[config.mk]
export PLATFORM = sky130hd
export DESIGN_NAME = lbd_registers
export DESIGN_NICKNAME = d
export VERILOG_FILES = /design/src/common/lbd_pkg.sv /design/src/rtl/lbd_registers.sv /design/src/rtl/lbd_result_capture.sv /design/src/rtl/lbd_sync.sv
export SDC_FILE = /design/constraint.sdc
export NUM_CORES = 1
export LEC_CHECK = 0
export BUFFER_PORTS_ARGS = -buffer_cell sky130_fd_sc_hd__buf_2
export CAP_MARGIN = 20
export CORE_ASPECT_RATIO = 0.75
export CORE_UTILIZATION = 49
export DETAILED_ROUTE_END_ITERATION = 6
export GPL_ROUTABILITY_DRIVEN = 0
export PLACE_DENSITY = 0.8
export SKIP_CTS_REPAIR_TIMING = 1
export SLEW_MARGIN = 20
export SYNTH_ARGS = -nofsm -noshare
export SYNTH_HDL_FRONTEND = slang
export SYNTH_HIERARCHICAL = 1
export SYNTH_SLANG_ARGS = --single-unit
[constraint.sdc]
create_clock -name clk -period 2.6 [get_ports clk]
set_input_delay 0.13 -clock clk [delete_from_list [all_inputs] [get_ports clk]]
set_output_delay 0.13 -clock clk [all_outputs]
set_load 0.01 [all_outputs]
[src/common/lbd_pkg.sv]
// Package for the link buffer delay register bank.
// Assumes a 32-bit APB slave with byte addresses in the low address bits.
package lbd_pkg;

  // ----------------------------------------
  // Bus layout
  // ----------------------------------------
  localparam int unsigned APB_AW = 8;
  localparam int unsigned APB_DW = 32;
  localparam logic [APB_AW-1:0] OFS_RX_PATH_DELAY = 8'h4C;
  localparam logic [APB_AW-1:0] OFS_TX_EXT_DELAY = 8'h50;

  // ----------------------------------------
  // Receive path delay fields
  // ----------------------------------------
  localparam int unsigned RX_RESYNC_BIT = 24;
  localparam int unsigned RX_BYTE_DELAY_BIT = 16;
  localparam int unsigned RX_BUF_DEPTH = 6;
  localparam logic RX_RESYNC_RST = 1'h0;

  // ----------------------------------------
  // Transmit extended delay fields
  // ----------------------------------------
  localparam int unsigned TX_PERIOD_LSB = 24;
  localparam int unsigned TX_PERIOD_W = 8;
  localparam int unsigned TX_FRESH_BIT = 23;
  localparam int unsigned TX_RESULT_W = 16;
  localparam logic [TX_PERIOD_W-1:0] TX_PERIOD_RST = 8'h00;
  localparam logic [TX_RESULT_W-1:0] TX_RESULT_RST = 16'h0000;
  localparam logic TX_FRESH_RST = 1'h0;

  // ----------------------------------------
  // Carriers
  // ----------------------------------------
  typedef struct packed {
    logic byteDelay;
    logic [RX_BUF_DEPTH-1:0] fillLevel;
  } lbd_rx_status_s;

  typedef struct packed {
    logic strobe;
    logic [TX_RESULT_W-1:0] value;
  } lbd_tx_result_s;

  typedef enum logic [1:0] {
    LBD_IDLE = 2'b00,
    LBD_ACCESS = 2'b01,
    LBD_DONE = 2'b10
  } lbd_apb_state_e;

endpackage

[src/rtl/lbd_registers.sv]
// Link buffer delay register bank: receive path delay and transmit extended delay.
// Assumes an APB master on clk, status inputs on clk, and a free measurement clock pin.
//
// Operation
// - Resync bit forces receive pointer resync
// - Forced resync may lose in-flight data
// - Rate change resyncs pointers without the bit
// - Byte-alignment delay read at bit 16
// - Receive fill level in low bits
// - Period sets integration window of measurement
// - Fresh flag set on result, read clears
// - Extended result in bits 15 to 0
//
// The implementer's own choice: register access over APB.
module lbd_registers (
  input wire logic clk,
  input wire logic rst_n,
  input wire logic psel,
  input wire logic penable,
  input wire logic pwrite,
  input wire logic [lbd_pkg::APB_AW-1:0] paddr,
  input wire logic [lbd_pkg::APB_DW-1:0] pwdata,
  output logic [lbd_pkg::APB_DW-1:0] prdata,
  output logic pready,
  output logic pslverr,
  input wire lbd_pkg::lbd_rx_status_s rxStatus,
  input wire logic lineRateChange,
  input wire lbd_pkg::lbd_tx_result_s txResult,
  input wire logic measurement_sample_clock,
  output logic rxResyncForce,
  output logic [lbd_pkg::TX_PERIOD_W-1:0] integrationPeriod,
  output logic windowEnd
);

  logic rxResync_q;
  logic [lbd_pkg::TX_PERIOD_W-1:0] period_q;
  logic [lbd_pkg::TX_PERIOD_W-1:0] windowCount_q;
  logic sampleSync;
  logic sampleLast_q;
  logic sampleEdge;
  logic [lbd_pkg::TX_RESULT_W-1:0] result_q;
  logic fresh_q;
  logic setupPhase;
  logic commit;
  logic hitRx;
  logic hitTx;
  logic txReadClear;
  logic [lbd_pkg::APB_DW-1:0] readWord;
  lbd_pkg::lbd_apb_state_e apbState_q;

  // ----------------------------------------
  // APB decode
  // ----------------------------------------
  assign setupPhase = psel && !penable;
  assign commit = psel && penable && pready;
  assign hitRx = (paddr == lbd_pkg::OFS_RX_PATH_DELAY);
  assign hitTx = (paddr == lbd_pkg::OFS_TX_EXT_DELAY);
  assign txReadClear = commit && !pwrite && hitTx;

  always_comb begin
    readWord = '0;
    if (hitRx) begin
      readWord[lbd_pkg::RX_RESYNC_BIT] = rxResync_q;
      readWord[lbd_pkg::RX_BYTE_DELAY_BIT] = rxStatus.byteDelay;
      readWord[lbd_pkg::RX_BUF_DEPTH-1:0] = rxStatus.fillLevel;
    end else if (hitTx) begin
      readWord[lbd_pkg::TX_PERIOD_LSB +: lbd_pkg::TX_PERIOD_W] = period_q;
      readWord[lbd_pkg::TX_FRESH_BIT] = fresh_q;
      readWord[lbd_pkg::TX_RESULT_W-1:0] = result_q;
    end
  end

  // ----------------------------------------
  // APB handshake: one wait-free access cycle
  // ----------------------------------------
  always_ff @(posedge clk) begin
    if (!rst_n) begin
      apbState_q <= lbd_pkg::LBD_IDLE;
      pready <= 1'h0;
      pslverr <= 1'h0;
      prdata <= '0;
    end else begin
      case (apbState_q)
        lbd_pkg::LBD_IDLE: begin
          if (setupPhase) begin
            apbState_q <= lbd_pkg::LBD_ACCESS;
            pready <= 1'h1;
            pslverr <= !(hitRx || hitTx);
            prdata <= pwrite ? '0 : readWord;
          end
        end
        lbd_pkg::LBD_ACCESS: begin
          apbState_q <= lbd_pkg::LBD_IDLE;
          pready <= 1'h0;
          pslverr <= 1'h0;
          prdata <= '0;
        end
        default: begin
          apbState_q <= lbd_pkg::LBD_IDLE;
          pready <= 1'h0;
          pslverr <= 1'h0;
          prdata <= '0;
        end
      endcase
    end
  end

  // ----------------------------------------
  // Writable fields
  // ----------------------------------------
  always_ff @(posedge clk) begin
    if (!rst_n) begin
      rxResync_q <= lbd_pkg::RX_RESYNC_RST;
    end else if (commit && pwrite && hitRx) begin
      rxResync_q <= pwdata[lbd_pkg::RX_RESYNC_BIT];
    end
  end

  always_ff @(posedge clk) begin
    if (!rst_n) begin
      period_q <= lbd_pkg::TX_PERIOD_RST;
    end else if (commit && pwrite && hitTx) begin
      period_q <= pwdata[lbd_pkg::TX_PERIOD_LSB +: lbd_pkg::TX_PERIOD_W];
    end
  end

  // ----------------------------------------
  // Receive pointer resync request
  // ----------------------------------------
  // Buffered data is not preserved across a forced resync
  always_ff @(posedge clk) begin
    if (!rst_n) begin
      rxResyncForce <= 1'h0;
    end else begin
      rxResyncForce <= rxResync_q || lineRateChange;
    end
  end

  // ----------------------------------------
  // Integration window on sample clock edges
  // ----------------------------------------
  lbd_sync u_sampleSync (
    .clk(clk),
    .rst_n(rst_n),
    .asyncIn(measurement_sample_clock),
    .syncOut(sampleSync)
  );

  always_ff @(posedge clk) begin
    if (!rst_n) begin
      sampleLast_q <= 1'h0;
    end else begin
      sampleLast_q <= sampleSync;
    end
  end

  assign sampleEdge = sampleSync && !sampleLast_q;

  always_ff @(posedge clk) begin
    if (!rst_n) begin
      windowCount_q <= '0;
      windowEnd <= 1'h0;
    end else if (period_q == '0) begin
      windowCount_q <= '0;
      windowEnd <= 1'h0;
    end else if (sampleEdge) begin
      if (windowCount_q + 8'h01 >= period_q) begin
        windowCount_q <= '0;
        windowEnd <= 1'h1;
      end else begin
        windowCount_q <= windowCount_q + 8'h01;
        windowEnd <= 1'h0;
      end
    end else begin
      windowEnd <= 1'h0;
    end
  end

  always_ff @(posedge clk) begin
    if (!rst_n) begin
      integrationPeriod <= lbd_pkg::TX_PERIOD_RST;
    end else begin
      integrationPeriod <= period_q;
    end
  end

  // ----------------------------------------
  // Transmit result and fresh flag
  // ----------------------------------------
  lbd_result_capture u_resultCapture (
    .clk(clk),
    .rst_n(rst_n),
    .resultIn(txResult),
    .readClear(txReadClear),
    .result_q(result_q),
    .fresh_q(fresh_q)
  );

  // ----------------------------------------
  // Assertions
  // ----------------------------------------
  property p_resyncBitForces;
    @(posedge clk) disable iff (!rst_n)
    rxResync_q |=> rxResyncForce;
  endproperty
  a_resyncBitForces: assert property (p_resyncBitForces)
    else $error("resync bit did not force pointer resync");

  property p_resyncCause;
    @(posedge clk) disable iff (!rst_n)
    rxResyncForce |-> $past(rxResync_q) || $past(lineRateChange);
  endproperty
  a_resyncCause: assert property (p_resyncCause)
    else $error("pointer resync forced without a cause");

  property p_rateChangeResync;
    @(posedge clk) disable iff (!rst_n)
    (lineRateChange && !rxResync_q) |=> rxResyncForce;
  endproperty
  a_rateChangeResync: assert property (p_rateChangeResync)
    else $error("rate change did not resync pointers");

  property p_rxReadWord;
    @(posedge clk) disable iff (!rst_n)
    (setupPhase && !pwrite && hitRx) |=>
      pready && prdata[lbd_pkg::RX_BYTE_DELAY_BIT] == $past(rxStatus.byteDelay)
      && prdata[lbd_pkg::RX_BUF_DEPTH-1:0] == $past(rxStatus.fillLevel);
  endproperty
  a_rxReadWord: assert property (p_rxReadWord)
    else $error("receive delay read data wrong");

  property p_rxReserved;
    @(posedge clk) disable iff (!rst_n)
    (setupPhase && !pwrite && hitRx) |=>
      prdata[31:25] == 7'h00 && prdata[23:17] == 7'h00
      && prdata[15:lbd_pkg::RX_BUF_DEPTH] == '0;
  endproperty
  a_rxReserved: assert property (p_rxReserved)
    else $error("receive reserved bits not zero");

  property p_windowLength;
    @(posedge clk) disable iff (!rst_n)
    windowEnd |-> $past(sampleEdge) && $past(period_q) != '0
      && $past(windowCount_q) + 8'h01 >= $past(period_q);
  endproperty
  a_windowLength: assert property (p_windowLength)
    else $error("integration window ended early");

  property p_freshSetClear;
    @(posedge clk) disable iff (!rst_n)
    txResult.strobe |=> fresh_q ##1 (!fresh_q || !$past(txReadClear) || $past(txResult.strobe));
  endproperty
  a_freshSetClear: assert property (p_freshSetClear)
    else $error("fresh flag not set or cleared properly");

  property p_freshReadClear;
    @(posedge clk) disable iff (!rst_n)
    (txReadClear && !txResult.strobe) |=> !fresh_q;
  endproperty
  a_freshReadClear: assert property (p_freshReadClear)
    else $error("read did not clear fresh flag");

  property p_resultHeld;
    @(posedge clk) disable iff (!rst_n)
    txResult.strobe ##1 !txResult.strobe [*2] |-> result_q == $past(txResult.value, 2);
  endproperty
  a_resultHeld: assert property (p_resultHeld)
    else $error("extended result not stored");

  property p_txReserved;
    @(posedge clk) disable iff (!rst_n)
    (setupPhase && !pwrite && hitTx) |=> prdata[22:16] == 7'h00;
  endproperty
  a_txReserved: assert property (p_txReserved)
    else $error("transmit reserved bits not zero");

  property p_txReadWord;
    @(posedge clk) disable iff (!rst_n)
    (setupPhase && !pwrite && hitTx) |=>
      pready && prdata[lbd_pkg::TX_RESULT_W-1:0] == $past(result_q)
      && prdata[lbd_pkg::TX_FRESH_BIT] == $past(fresh_q)
      && prdata[lbd_pkg::TX_PERIOD_LSB +: lbd_pkg::TX_PERIOD_W] == $past(period_q);
  endproperty
  a_txReadWord: assert property (p_txReadWord)
    else $error("transmit delay read data wrong");

  property p_periodOut;
    @(posedge clk) disable iff (!rst_n)
    (commit && pwrite && hitTx) |=> ##1
      integrationPeriod == $past(pwdata[lbd_pkg::TX_PERIOD_LSB +: lbd_pkg::TX_PERIOD_W], 2);
  endproperty
  a_periodOut: assert property (p_periodOut)
    else $error("integration period not applied");

  property p_resyncWrite;
    @(posedge clk) disable iff (!rst_n)
    (commit && pwrite && hitRx) |=> rxResync_q == $past(pwdata[lbd_pkg::RX_RESYNC_BIT]);
  endproperty
  a_resyncWrite: assert property (p_resyncWrite)
    else $error("resync bit write not stored");

  property p_unmappedError;
    @(posedge clk) disable iff (!rst_n)
    (setupPhase && !(hitRx || hitTx)) |=> pready && pslverr && prdata == '0;
  endproperty
  a_unmappedError: assert property (p_unmappedError)
    else $error("unmapped access not flagged");

  property p_unmappedWrite;
    @(posedge clk) disable iff (!rst_n)
    (commit && pwrite && !(hitRx || hitTx)) |=> $stable(period_q) && $stable(rxResync_q);
  endproperty
  a_unmappedWrite: assert property (p_unmappedWrite)
    else $error("unmapped write changed a register");

endmodule

[src/rtl/lbd_result_capture.sv]
// Holds the transmit extended delay result and its fresh flag.
// Assumes result strobes and read-clear pulses arrive on clk.
module lbd_result_capture (
  input wire logic clk,
  input wire logic rst_n,
  input wire lbd_pkg::lbd_tx_result_s resultIn,
  input wire logic readClear,
  output logic [lbd_pkg::TX_RESULT_W-1:0] result_q,
  output logic fresh_q
);

  // ----------------------------------------
  // Result store
  // ----------------------------------------
  always_ff @(posedge clk) begin
    if (!rst_n) begin
      result_q <= lbd_pkg::TX_RESULT_RST;
    end else if (resultIn.strobe) begin
      result_q <= resultIn.value;
    end
  end

  // ----------------------------------------
  // Fresh flag, set wins over read clear
  // ----------------------------------------
  always_ff @(posedge clk) begin
    if (!rst_n) begin
      fresh_q <= lbd_pkg::TX_FRESH_RST;
    end else if (resultIn.strobe) begin
      fresh_q <= 1'h1;
    end else if (readClear) begin
      fresh_q <= 1'h0;
    end
  end

endmodule

[src/rtl/lbd_sync.sv]
// Two-flop synchroniser for a level arriving from outside the clock domain.
// Assumes the input is slow enough to be sampled as a level.
module lbd_sync (
  input wire logic clk,
  input wire logic rst_n,
  input wire logic asyncIn,
  output logic syncOut
);

  logic meta_q;

  // ----------------------------------------
  // Two stages, first read only by second
  // ----------------------------------------
  always_ff @(posedge clk) begin
    if (!rst_n) begin
      meta_q <= 1'h0;
      syncOut <= 1'h0;
    end else begin
      meta_q <= asyncIn;
      syncOut <= meta_q;
    end
  end

endmodule

# Word-level counts from Yosys, hierarchy flattened
# Index checks and enable logic that the tools add are counted.
dict set report op_classes {
  n_eq_ne 2
  magnitude_cmp 1
  n_bitwise 2
  n_reduce_logical 21
  mux 13
  addsub 1
}
# operator n
set ops {}
lappend ops {{$mux W32} 1}
lappend ops {{$eq A8 B7 Y1 const B} 2}
lappend ops {{$mux W16} 1}
lappend ops {{$mux W10} 1}
lappend ops {{$logic_and A1 B1 Y1} 9}
lappend ops {{$mux W9} 1}
lappend ops {{$add A8 B1 Y8 const B} 1}
lappend ops {{$ge A8 B8 Y1} 1}
lappend ops {{$logic_not A8 Y1} 1}
lappend ops {{$mux W8} 1}
lappend ops {{$mux W7} 1}
lappend ops {{$mux W1} 6}
lappend ops {{$mux W6} 1}
lappend ops {{$logic_not A1 Y1} 4}
lappend ops {{$reduce_or A3 Y1} 1}
lappend ops {{$logic_not A2 Y1} 1}
lappend ops {{$logic_or A1 B1 Y1} 2}
lappend ops {{$not A1 Y1} 2}
lappend ops {{$reduce_and A2 Y1} 1}
lappend ops {{$reduce_bool A2 Y1} 1}
lappend ops {{$reduce_or A2 Y1} 1}
dict set report word_totals {
  wordCells 54
  reg_bits 81
  in_bits 71
  output_inout_bits 44
}

# Longest topological paths before layout
dict set report logic_depth {
  ltp_word 6
  ltp_mapped 11
  ltp_nobuf 9
}

# Hierarchy
# Netlist, hierarchy kept.
# mod cells_per_inst area_per_inst_um2 seq_area_each_um2 n_inst
set modules_own_cells {}
lappend modules_own_cells {lbd_registers 256 2512.4 1121.1 1}
lappend modules_own_cells {lbd_result_capture 54 649.4 340.3 1}
lappend modules_own_cells {lbd_sync 4 52.6 40.0 1}

# Least setup slack after synthesis
# No wires, ideal clock.
dict set report synth_timing {
  path_type {register to register}
  startpoint {register windowCount_q[2] (netlist bit)}
  endpoint {register windowCount_q[3] (netlist bit)}
  arrival_time_ns 2.190
  period_less_slack_ns 2.266
  setup_time_ns 0.076
  path_slack_ns 0.334
  t_required_ns 2.524
  path_stages_with_launch 11
  path_buffers 1
  cell_sequence {dfxtp_1 -> nand3_1 -> nor3_1 -> xor2_1 -> ha_1 -> or4_1 -> a21oi_1 -> o32a_1 -> buf_2 -> nand3_1 -> a31oi_1}
}
dict set report synth_between {
  elab_chain_len 3
}
# element line_no
set synth_lines {}
lappend synth_lines {{start, declared} lbd_registers.sv:37} ;# logic [lbd_pkg::TX_PERIOD_W-1:0] windowCount_q;
lappend synth_lines {{start signal, assigned} lbd_registers.sv:171} ;# windowCount_q <= windowCount_q + 8'h01;
lappend synth_lines {{$add A8 B1 Y8 (*)} {lbd_registers.sv:167, lbd_registers.sv:171}}
lappend synth_lines {{$ge A8 B8 Y1} lbd_registers.sv:167} ;# if (windowCount_q + 8'h01 >= period_q) begin
lappend synth_lines {{$mux W8 (*)} lbd_registers.sv:167}
# Mark *: on every way between the ends. The rest lies on a longest branch, timed or not.
# A chain may end at the register's enable or synchronous reset.

# Worst setup path in the final report
dict set report layout_timing {
  startpoint {register windowCount_q[0] (netlist bit)}
  endpoint {register windowCount_q[7] (netlist bit)}
}
# Same word-level chain as after synthesis.

==> flow_summary.ini <==
[grt]
grt_usage_pct = 21.7
grt_pass1_vias = 2375
grt_max_degree = 40
grt-ovfl-total = 0
grt_pass1_wl_mm = 11.3
antenna_found_initial = 0

[place]
placed_cells = 470
place_ws_ns = 0.0668
hpwl_mm = 4.83
portBuffers = 84

[drt]
vias = 2519
dr.pass1.iters = 4
detail_route.wl_per_cell_microns = 14.3
drt_iter0_markers = 109
wl_mm = 7.00
ant_nets = 0
post-route-drc-count = 0
viasPerCell = 5.16

[synth]
synth_area_sq_um = 3210
avgSynthCellArea_sq_um = 10.2
yosysUniqueCellTypes = 46
synthMuxAreaShare_pct = 8.10
ys_warn_count = 6
synth_top_flop_cell = dfxtp_1
async_flop_share_pct = 0
synth_compound_area_share_pct = 13.0
synth_top_cell_by_area = dfxtp_1
yosys-top-cells-area = dfxtp_1, mux2i_1, nor2b_1
ys_seq_area_share_pct = 46.7
synth-seq-cells = 75
syn-instance-count = 314
synth_top_family_by_area = simple AND/OR/NAND/NOR gates
synthXorXnorAreaFrac_pct = 1.63
synth_edf_count = 0
synth_top_area_share_pct = 46.7
synthAdderAreaFrac_pct = 3.50
synth-simple-area-share_pct = 21.6

[pwr]
p_leak_nw = 1.67
power_frac_comb_pct = 6.0
sequentialPowerShare_pct = 52.0
swShare_pct = 22.0
power.internal_mw = 1.77
p_per_area_nw_per_um2 = 580
switchingPower_mw = 0.498
clkPwrFrac_pct = 42.0
ir_worst_vdd_v = 0.000334
finalPower_mw = 2.27

[timing]
rsz0062_at_grt = false
drv_slew = 0
finalSetupViolCount = 0
period_minus_slack_ns = 2.40
setup_slack_ns = 0.196
fin_worst_skew_ns = 0.00785
worst_slew_pin_slew_ns = 0.694
timing.final.crit_share_pct = 92.5
slew_headroom_pct = 53.5
hold_viol_final = 0
fmaxAchievable_ghz = 0.416

[floorplanning]
row_count = 25
coreArea_sq_um = 6320
top_level_ports = 115
die-area_sq_um = 6890
fp.dieW_microns = 95.5
start_util_pct = 50.9
die_h_microns = 72.1

[worst_setup_path]
crit_arrival_ns = 2.67
path_max_fanout = 11
path_class = flip-flop to flip-flop
required_ns = 2.86
startpoint_type = flip-flop
cp-end-kind = flip-flop

[cts]
htree_levels = 3
cts_buffers = 9
clk_path_buf_depth = 2
ctsRootBufferMaster = clkbuf_8
clock_sinks = 75
clk_pin_slew_worst_paths_ns = 0.08
cts_tree = yes
clkLatencyLatePin_ns = 0.34

[layout]
instances_no_fill = 488
antennaDiodeCount = 0
drive_above_1_share_pct = 33.2
final_cell_mix = buf_2, dfxtp_1, nor2b_1
areaGrowthSynthToFinish_pct = 21.6
finalNetCount = 482
final_common_cell = buf_2

[outcome]
status = finished, final reports clean

[job]
drv_cap = 0

[hold_path]
hold_class = input pin to flip-flop
stage by stage:
| step | TNS [ns] | cell area, sq um | util [%] | hold WS [ns] |
|---|---|---|---|---|
| finish | 0 | 3910 | 61.8 | 0.0440 |
| floorplan | 0 | 3230 | - | 0.240 |
| global placement | 0 | 3660 | 57.9 | 0.341 |
| global route | 0 | 3910 | 61.8 | 0.0212 |
| detailed placement | 0 | 3660 | 57.9 | 0.344 |
| CTS | -0.0101 | 3870 | 61.2 | -0.0182 |
metal layers:
layer	global-route usage [%]	part of all wire (%)	wire length [microns]
met4	7.46	1.2	84
met1	26.8	45	3130
met3	9.54	7.1	497
met2	33.8	47	3280
met5	0	0	0
final timing paths:
kind | slack, ns | endpoint | start | cells past startpoint
setup / recovery | 0.20 | windowCount_q[7] | windowCount_q[0] | 9
hold / removal | 0.04 | u_resultCapture/result_q[9] | txResult[9] | 3
setup reg to reg | 0.20 | windowCount_q[7] | windowCount_q[0] | 9
hold reg to reg | 0.43 | u_sampleSync/syncOut | u_sampleSync/meta_q | 1
cell type report:
type / count / area [sq um]
multi-input combinational: 216 / 1580
sequential: 75 / 1500
inverter: 7 / 26.3
timing repair buffer: 93 / 493
fill: 541 / 2410
clock buffer: 11 / 131
tap: 81 / 101
clock inverter: 5 / 77.6
flip-flops by register name, summed over array words and instances, names as in the netlist, 8 cells and up:
name and count:
prdata 26, integrationPeriod 8, period_q 8, u_resultCapture/result_q 16, windowCount_q 8
cells in the mapped netlist (2+ instances only):
| cell | n |
|---|---|
| nand3_1 | 10 |
| nor2b_1 | 27 |
| and3_1 | 2 |
| a32oi_1 | 2 |
| mux2i_1 | 26 |
| o21ai_0 | 2 |
| a22o_1 | 6 |
| a22oi_2 | 10 |
| ha_1 | 9 |
| o21a_1 | 3 |
| inv_1 | 7 |
| nand2b_1 | 4 |
| xnor2_1 | 3 |
| nor2_1 | 19 |
| nor2_2 | 10 |
| xor2_1 | 3 |
| a22oi_1 | 14 |
| nor3_1 | 6 |
| a31oi_1 | 2 |
| buf_2 | 2 |
| buf_4 | 7 |
| or4b_4 | 2 |
| or4_1 | 2 |
| dfxtp_1 | 75 |
| a21oi_1 | 8 |
| nand2_1 | 15 |
| clkbuf_1 | 8 |
| buf_12 | 2 |
| and2_1 | 11 |
logic make-up after synthesis:
family                   after synthesis
other                                  1
AO/OA/AOI/OAI                         51
XOR/XNOR                               6
AND/OR/NAND/NOR                      118
buffers and inverters                 28
multiplexers                          26
adder cells (fa/ha/maj)                9
flip-flops                            75
worst max-delay path: stages, from the launching register on:
cell,delay (ns)
dfxtp_1,0.40
nand3_1,0.15
buf_4,0.19
xnor2_1,0.13
ha_1,0.20
or4_1,0.48
a21oi_1,0.22
o32a_4,0.28
nand3_1,0.09
a21oi_1,0.18
power by group through the flow:
stage | logic, mW | registers [mW] | clock network [mW]
finish | 0.136 | 1.18 | 0.952
CTS | 0.135 | 1.18 | 0.972
detailed placement | 0.134 | 1.21 | 0
floorplan | 0.0857 | 1.20 | 0
global placement | 0.131 | 1.20 | 0
global route | 0.151 | 1.18 | 1.03
Note: power is estimated with default switching activity, not from simulation.
